File: config.mk
export PLATFORM = sky130hd
export DESIGN_NAME = mct_core_timing
export DESIGN_NICKNAME = d
export VERILOG_FILES = /design/src/core/mct_pkg.sv /design/src/core/mct_ram256.sv /design/src/core/mct_core_timing.sv
export SDC_FILE = /design/constraint.sdc
export NUM_CORES = 2
export LEC_CHECK = 0
export ABC_AREA = 0
export BUFFER_PORTS_ARGS = -buffer_cell sky130_fd_sc_hd__clkbuf_2
export CAP_MARGIN = 20
export CORE_MARGIN = 2
export CORE_UTILIZATION = 45
export DETAILED_ROUTE_END_ITERATION = 6
export GPL_ROUTABILITY_DRIVEN = 0
export PLACE_DENSITY = 0.62
export SETUP_SLACK_MARGIN = 0.3
export SYNTH_ARGS = -nofsm -noshare
export SYNTH_HDL_FRONTEND = slang
export SYNTH_HIERARCHICAL = 1
export SYNTH_SLANG_ARGS = --single-unit
File: constraint.sdc
create_clock -name SYS_CLK -period 8.5 [get_ports SYS_CLK]
set_clock_uncertainty 0.1 [all_clocks]
set_input_delay 0.85 -clock SYS_CLK [delete_from_list [all_inputs] [get_ports SYS_CLK]]
set_output_delay 0.85 -clock SYS_CLK [all_outputs]
set_load 0.005 [all_outputs]
File: src/core/mct_pkg.sv
// shared constants, states and carriers of the instruction timing core
package mct_pkg;
   localparam logic [1:0]  LEN1          = 2'h1;
   localparam logic [1:0]  LEN2          = 2'h2;
   localparam logic [1:0]  LEN3          = 2'h3;
   localparam logic [3:0]  CYC_ONE       = 4'h1;
   localparam logic [3:0]  CYC_IND       = 4'h2;
   localparam logic [3:0]  MUL_CYC       = 4'h4;
   localparam logic [3:0]  DIV_CYC       = 4'h8;
   localparam logic [3:0]  MAX_CYC       = 4'h8;
   localparam logic [7:0]  OP_MUL        = 8'hA4;
   localparam logic [7:0]  OP_DIV        = 8'h84;
   localparam int          RAM_BYTES     = 256;
   localparam int          RAM_AW        = 8;
   localparam int          SFR_BYTES     = 128;
   localparam int          SFR_BIT       = 7;
   localparam logic [15:0] XRAM_TOP      = 16'h1000;

   typedef enum logic [1:0] {
      MCT_IDLE = 2'b00,
      MCT_EXEC = 2'b01,
      MCT_HALT = 2'b10
   } mct_state_t;

   typedef enum logic [1:0] {
      MCT_XT_NONE  = 2'b00,
      MCT_XT_XRAM  = 2'b01,
      MCT_XT_EXT   = 2'b10,
      MCT_XT_FLASH = 2'b11
   } mct_xtgt_t;

   typedef struct packed {
      logic [1:0] len;
      logic [3:0] cyc;
      logic       cond;
   } mct_insn_t;
endpackage

File: src/core/mct_ram256.sv
// internal data RAM with registered read port
`timescale 1ns/1ps
module mct_ram256
   import mct_pkg::*;
(
   input  wire logic              clk,    // system clock
   input  wire logic              we,     // write strobe
   input  wire logic [RAM_AW-1:0] addr,   // byte address
   input  wire logic [7:0]        wdata,  // write byte
   output logic       [7:0]       rdata_r // read byte, one cycle after addr
);
   logic [7:0] mem [RAM_BYTES];

   always_ff @(posedge clk) begin
      if (we) begin
         mem[addr] <= wdata;
      end
      rdata_r <= mem[addr];
   end
endmodule

File: src/core/mct_core_timing.sv
// instruction timing sequencer, data memory and address decode of the core
// Overview of operation
// - every opcode of the standard set is classified with its own encoding, length and flag effects unchanged.
// - time is counted in plain system clocks with no machine-cycle grouping.
// - most instructions finish in as many clocks as they have bytes.
// - an untaken conditional branch takes exactly one clock less than the taken one.
// - no instruction runs longer than eight clocks.
// - the timing classes cover all instructions in one, two, three, four or eight clocks.
// - the core runs at any clock up to the top rate and can start one instruction every clock.
// - there are 256 bytes of data RAM and a 128-byte special-function space.
// - software reads flash bytewise by code moves and changes it bytewise by external-data moves.
// - debug halts, steps, breaks, watches and reaches memory without using core resources.
// - the debug and flash access arrive from a serial test-port host.
// - external-data moves go to on-chip RAM or off-chip memory by address decode, or to program flash when FLASH_MAP_EN is set.
`timescale 1ns/1ps
module mct_core_timing
   import mct_pkg::*;
(
   input  wire logic        SYS_CLK,       // system clock
   input  wire logic        RST_B,         // synchronous reset, active low
   input  wire logic        OP_VALID,      // first opcode byte offered
   input  wire logic [7:0]  OP_CODE,       // opcode byte
   input  wire logic [15:0] FETCH_PC,      // address of the offered opcode
   input  wire logic        COND_TAKEN,    // branch condition holds, with OP_VALID
   output logic             OP_READY,      // opcode taken this cycle when valid
   output logic             INSN_DONE,     // last clock of the running instruction
   output mct_insn_t        INSN_INFO,     // length, clocks and branch class of it
   output logic             BUSY,          // an instruction is running
   input  wire logic        DATA_EN,       // core data access
   input  wire logic        DATA_WE,       // core data write
   input  wire logic        DATA_DIRECT,   // direct addressing mode
   input  wire logic [7:0]  DATA_ADDR,     // data address
   input  wire logic [7:0]  DATA_WDATA,    // data write byte
   output logic      [7:0]  DATA_RDATA,    // RAM read byte
   output logic             SFR_SEL,       // access of the previous clock went to the SFR space
   input  wire logic        XDATA_REQ,     // external-data move
   input  wire logic [15:0] XDATA_ADDR,    // its address
   input  wire logic        FLASH_MAP_EN,  // external-data moves reach flash
   input  wire logic        CODE_REQ,      // code-read move
   output mct_xtgt_t        XTGT,          // target of the last move
   input  wire logic        DBG_HALT,      // debugger holds the core
   input  wire logic        DBG_STEP,      // one-instruction step request
   input  wire logic        DBG_BP_EN,     // breakpoint armed
   input  wire logic [15:0] DBG_BP_ADDR,   // breakpoint address
   input  wire logic        DBG_WP_EN,     // watchpoint armed
   input  wire logic [7:0]  DBG_WP_ADDR,   // watched data address
   input  wire logic        DBG_MEM_EN,    // debugger memory access
   input  wire logic        DBG_MEM_WE,    // debugger memory write
   input  wire logic [7:0]  DBG_MEM_ADDR,  // debugger address
   input  wire logic [7:0]  DBG_MEM_WDATA, // debugger write byte
   output logic             HALTED,        // core stopped for the debugger
   output logic             DBG_BP_HIT,    // breakpoint stopped a fetch
   output logic             DBG_WP_HIT     // watched address was written
);
   mct_state_t state_r;
   mct_insn_t  insn_r;
   logic [3:0] cnt_r;
   logic [3:0] elap_r;
   logic       step_r;
   logic       accept;
   logic       run_ok;
   logic       bp_match;
   logic       last;
   logic       ram_we;
   logic [7:0] ram_addr;
   logic [7:0] ram_wdata;

   // compare-and-jump is row B, columns 4 to F only; columns 0 to 3 of row B are ordinary opcodes
   function automatic logic op_cjne(input logic [7:0] op);
      return (op[7:4] == 4'hB) && (op[3:2] != 2'b00);
   endfunction

   function automatic logic op_cond(input logic [7:0] op);
      logic r;
      r = 1'b0;
      case (op)
         8'h10, 8'h20, 8'h30, 8'h40, 8'h50, 8'h60, 8'h70, 8'hD5: r = 1'b1;
         default: r = op_cjne(op) || (op[7:3] == 5'b11011);
      endcase
      return r;
   endfunction

   // byte count straight from the standard opcode map
   function automatic logic [1:0] op_len(input logic [7:0] op);
      logic [1:0] l;
      logic [3:0] hi;
      hi = op[7:4];
      l = LEN1;
      if (op[3:0] == 4'h1) begin
         l = LEN2;
      end else if (op[3:0] == 4'h5) begin
         l = (op == 8'hA5) ? LEN1 : LEN2;
      end else if (op[3:0] == 4'h4) begin
         l = ((hi >= 4'h2 && hi <= 4'h7) || hi == 4'h9) ? LEN2 : LEN1;
      end else if (op[3:0] == 4'h2 || op[3:0] == 4'h0) begin
         l = (hi >= 4'h4 && hi <= 4'hD) ? LEN2 : LEN1;
      end
      case (op)
         8'h76, 8'h77, 8'h86, 8'h87, 8'hA6, 8'hA7: l = LEN2;
         default: if (op[7:3] == 5'b01111 || op[7:3] == 5'b10001 ||
                      op[7:3] == 5'b10101 || op[7:3] == 5'b11011) begin
            l = LEN2;
         end
      endcase
      case (op)
         8'h02, 8'h12, 8'h90, 8'h10, 8'h20, 8'h30, 8'h43, 8'h53, 8'h63,
         8'h75, 8'h85, 8'hD5: l = LEN3;
         default: if (op_cjne(op)) begin
            l = LEN3;
         end
      endcase
      return l;
   endfunction

   // clocks follow bytes; indirect, multiply, divide and taken conditional branches are the exceptions
   function automatic logic [3:0] op_cyc(input logic [7:0] op, input logic taken);
      logic [1:0] l;
      logic [3:0] c;
      l = op_len(op);
      c = {2'h0, l};
      if (l == LEN1 && op[3:1] == 3'b011) begin
         c = CYC_IND;
      end
      if (op == OP_MUL) begin
         c = MUL_CYC;
      end
      if (op == OP_DIV) begin
         c = DIV_CYC;
      end
      if (op_cond(op) && taken) begin
         c = c + CYC_ONE;
      end
      if (c > MAX_CYC) begin
         c = MAX_CYC;
      end
      return c;
   endfunction

   // a step lets exactly one instruction out of the halt
   assign run_ok   = !DBG_HALT || step_r;
   assign bp_match = DBG_BP_EN && (FETCH_PC == DBG_BP_ADDR) && !step_r;
   assign last     = (state_r == MCT_EXEC) && (cnt_r == CYC_ONE);
   // accepting on the last clock gives back-to-back issue, one per clock at peak;
   // a halted core takes nothing until a step, even in the cycle after the release
   assign OP_READY = run_ok && !bp_match && (state_r == MCT_IDLE || last || (HALTED && step_r));
   assign accept   = OP_VALID && OP_READY;
   assign INSN_DONE = last;
   assign BUSY     = (state_r == MCT_EXEC);
   assign HALTED   = (state_r == MCT_HALT);
   assign INSN_INFO = insn_r;

   always_ff @(posedge SYS_CLK) begin
      if (!RST_B) begin
         state_r <= MCT_IDLE;
         cnt_r   <= '0;
      end else if (accept) begin
         state_r <= MCT_EXEC;
         cnt_r   <= op_cyc(OP_CODE, COND_TAKEN);
      end else begin
         unique case (state_r)
            MCT_IDLE: if (!run_ok) begin
               state_r <= MCT_HALT;
            end
            MCT_EXEC: if (last) begin
               state_r <= run_ok ? MCT_IDLE : MCT_HALT;
            end else begin
               cnt_r <= cnt_r - CYC_ONE;
            end
            MCT_HALT: if (run_ok) begin
               state_r <= MCT_IDLE;
            end
            default: state_r <= MCT_IDLE;
         endcase
      end
   end

   always_ff @(posedge SYS_CLK) begin
      if (!RST_B) begin
         insn_r <= '0;
      end else if (accept) begin
         insn_r.len  <= op_len(OP_CODE);
         insn_r.cyc  <= op_cyc(OP_CODE, COND_TAKEN);
         insn_r.cond <= op_cond(OP_CODE);
      end
   end

   // a new step request wins over the clear caused by issuing
   always_ff @(posedge SYS_CLK) begin
      if (!RST_B) begin
         step_r <= 1'b0;
      end else if (DBG_STEP) begin
         step_r <= 1'b1;
      end else if (accept) begin
         step_r <= 1'b0;
      end
   end

   always_ff @(posedge SYS_CLK) begin
      if (!RST_B) begin
         elap_r <= '0;
      end else if (accept) begin
         elap_r <= CYC_ONE;
      end else if (BUSY) begin
         elap_r <= elap_r + CYC_ONE;
      end
   end

   // debugger owns the RAM port only while halted, so no core state is borrowed
   always_comb begin
      if (HALTED && DBG_MEM_EN) begin
         ram_we    = DBG_MEM_WE;
         ram_addr  = DBG_MEM_ADDR;
         ram_wdata = DBG_MEM_WDATA;
      end else begin
         // direct upper half is the SFR space, indirect reaches all 256 bytes
         ram_we    = DATA_EN && DATA_WE && !(DATA_DIRECT && DATA_ADDR[SFR_BIT]);
         ram_addr  = DATA_ADDR;
         ram_wdata = DATA_WDATA;
      end
   end

   mct_ram256 u_ram (
      .clk     (SYS_CLK),
      .we      (ram_we),
      .addr    (ram_addr),
      .wdata   (ram_wdata),
      .rdata_r (DATA_RDATA)
   );

   always_ff @(posedge SYS_CLK) begin
      if (!RST_B) begin
         SFR_SEL    <= 1'b0;
         DBG_WP_HIT <= 1'b0;
         DBG_BP_HIT <= 1'b0;
      end else begin
         SFR_SEL    <= DATA_EN && DATA_DIRECT && DATA_ADDR[SFR_BIT];
         DBG_WP_HIT <= DBG_WP_EN && DATA_EN && DATA_WE && (DATA_ADDR == DBG_WP_ADDR);
         DBG_BP_HIT <= OP_VALID && bp_match && run_ok;
      end
   end

   always_ff @(posedge SYS_CLK) begin
      if (!RST_B) begin
         XTGT <= MCT_XT_NONE;
      end else if (CODE_REQ) begin
         XTGT <= MCT_XT_FLASH;
      end else if (XDATA_REQ) begin
         if (FLASH_MAP_EN) begin
            XTGT <= MCT_XT_FLASH;
         end else if (XDATA_ADDR < XRAM_TOP) begin
            XTGT <= MCT_XT_XRAM;
         end else begin
            XTGT <= MCT_XT_EXT;
         end
      end
   end
endmodule

==> reports/metrics.yaml <==
grt:
  grt_first_pass_wirelength_um: 272000
  grt_use_total_pct: 20.6
  antenna_found_initial: 4
  overflow: 0
  grt_max_degree: 158
  grt_pass1_vias: 39010
timing:
  drv_slew: 0
  rsz0062_at_grt: "no"
  fmax_ghz: 0.191
  tns_ps: 0
  fin_crit_ps: 5250
  worst_pin_slew_ps: 1130
  fin_crit_sh_pct: 61.8
  hold_violations: 0
  finalSetupViolations: 0
  max_slew_margin_pct: 23.9
power:
  power_density_nw_per_um2: 236
  leakagePower_nw: 27.5
  ir_drop_mv: 0.213
setup_path:
  crit_type: "reg -> reg"
  arrival_ps: 5810
  r2r_start: "state_r[1]"
  startpoint_type: "flop"
  crit_required_ps: 9060
  cp_max_fo: 102
  critPathCaptureType: "flop"
  startpoint: "state_r[1]"
layout:
  final_cell_mix: "edfxtp_1 (2048), mux4_2 (512), a22oi_1 (256)"
  layout_commonest_cell: "edfxtp_1"
  diodes: 0
  syn2layout_area_growth_pct: 12.4
  drive_above_1_share_pct: 25.7
  final_util_pct: 51.0
  fin_area_um2: 90200
  nets: 4063
floorplan:
  die_h_um: 426
  start_util_pct: 45.4
  core_area_um2: 177000
  rows: 154
  die_w_um: 426
  ioPinCount: 136
  die-area_um2: 182000
clock_network:
  cts_resized: 0
  cts_tree: "done"
  clk_latency_ps: 850
  clk_pin_slew_ps: 60
  root_buffer: "clkbuf_16"
  post_cts_buffers: 0
  cts_buffer_depth: 3
  cts_htree_levels: 4
  postCtsHoldBufs: 0
  cts.sinks: 2075
  cts-buffers-inserted: 204
synth:
  netlist.area_leader.share_pct: 76.6
  synth_cell_type_count: 62
  avgSynthCellArea_um2: 21.4
  synthesis.nets: 3869
  synth_warnings: 6
  ys_async_sr_fraction_pct: 0
  synth.area.top_cells: "edfxtp_1 (77%), mux4_2 (14%), a22oi_1 (2.4%)"
  synth_ff_type: "edfxtp_1"
  ys_ff_latch: 2075
  synthCells: 3754
  synth.cell_area_um2: 80300
  ys_seq_area_share_pct: 77.3
  synth-edff-count: 2048
  synth_area_leader_cell: "edfxtp_1"
placed_design:
  dp_hpwl_um: 108000
  placed_area_um2: 83800
  numPortBuffers: 123
drt:
  drt_iter0_drc: 4338
  vias_per_cell: 5.96
  vias: 38472
  drcViolationCount: 0
  drt-pass1-iter-count: 5
  wire_per_inst_um: 29.0
  wirelength_um: 187000
  drtAntennaViolNets: 0
hold_path:
  worstHoldStart: "DBG_STEP"
  hold_class: "in -> reg"
flow_run:
  maxCapViolCount: 0
status:
  outcome: "complete, no violations"
power by group:
part	internal, mW	leakage, nW	switching [mW]
Clock	4.89	3.11	3.74
Sequential	11.3	18.6	0.0167
Combinational	0.464	5.76	0.845
Total	16.7	27.5	4.60
synthesized netlist by cell type (6+ instances only):
library cell	count
o41ai_1	32
a22oi_1	256
dfxtp_1	27
nand2b_1	6
buf_1	19
buf_4	17
nand2_1	45
xor2_1	13
edfxtp_1	2048
buf_2	36
nor3_1	36
clkbuf_1	147
nor2_1	254
nand3_1	18
mux2_2	16
inv_1	8
nand4_1	15
a21oi_1	136
mux4_2	512
xnor2_1	17
buf_6	23
nor2b_1	11
through the flow:
stage	hold slack, ps	power, mW	worst slack [ps]	instances
after floorplan	342	12.4	4470	3754
after global placement	350	12.9	2970	6079
after detailed placement	342	12.9	3040	6080
after CTS	89.9	21.5	3360	6448
after global routing	137	21.9	3150	6450
final	152	21.3	3250	6450
state kept, by name (all words and copies together), names as in the netlist:
name,cells
u_ram/mem,2048
u_ram/rdata_r,8
INSN_INFO,7
cnt_r,4
XTGT,2
state_r,2
DBG_BP_HIT,1
DBG_WP_HIT,1
SFR_SEL,1
step_r,1
worst max-delay path, stage by stage, from the launching register on:
cell and delay, ps:
dfxtp_1 370, nor2b_1 240, nand2_1 80, buf_4 250, mux2_8 700, buf_12 540
buf_4 600, mux4_2 420, a22oi_1 320, a21oi_1 210, o41ai_1 920, nand4_1 200
final timing paths:
| check | to | depth (start not counted) | slack [ps] |
|---|---|---|---|
| setup reg to reg | u_ram/rdata_r[0] | 11 | 3250 |
| hold / removal | step_r | 3 | 150 |
| setup / recovery | u_ram/rdata_r[0] | 11 | 3250 |
| hold reg to reg | INSN_INFO[3] | 2 | 350 |
cells by family after synthesis:
| family | Yosys count | synth area share, % |
|---|---|---|
| AO/OA/AOI/OAI | 452 | 3.89 |
| XOR/XNOR | 30 | 0.327 |
| adder cells (fa/ha/maj) | 3 | 0.0468 |
| buffers and inverters | 250 | 1.52 |
| flip-flops | 2075 | 77.3 |
| multiplexers | 530 | 14.6 |
| AND/OR/NAND/NOR | 414 | 2.29 |
per-layer routing:
layer	global-route usage (%)	up-vias	wire, um
met3	2.98	278	11600
met4	5.96	0	4740
met1	28.9	20597	77200
met5	0	-	0
met2	33.8	1370	93300
li1	-	16227	-
layout make-up:
class,instances,area (um2)
Clock buffer,257,5390
Clock inverter,111,967
Fill cell,13689,86500
Inverter,8,30.0
Multi-Input combinational cell,1429,17200
Sequential cell,2075,62000
Tap cell,2340,2930
Timing Repair Buffer,230,1600
No activity file was read; power rests on OpenSTA's default activity.
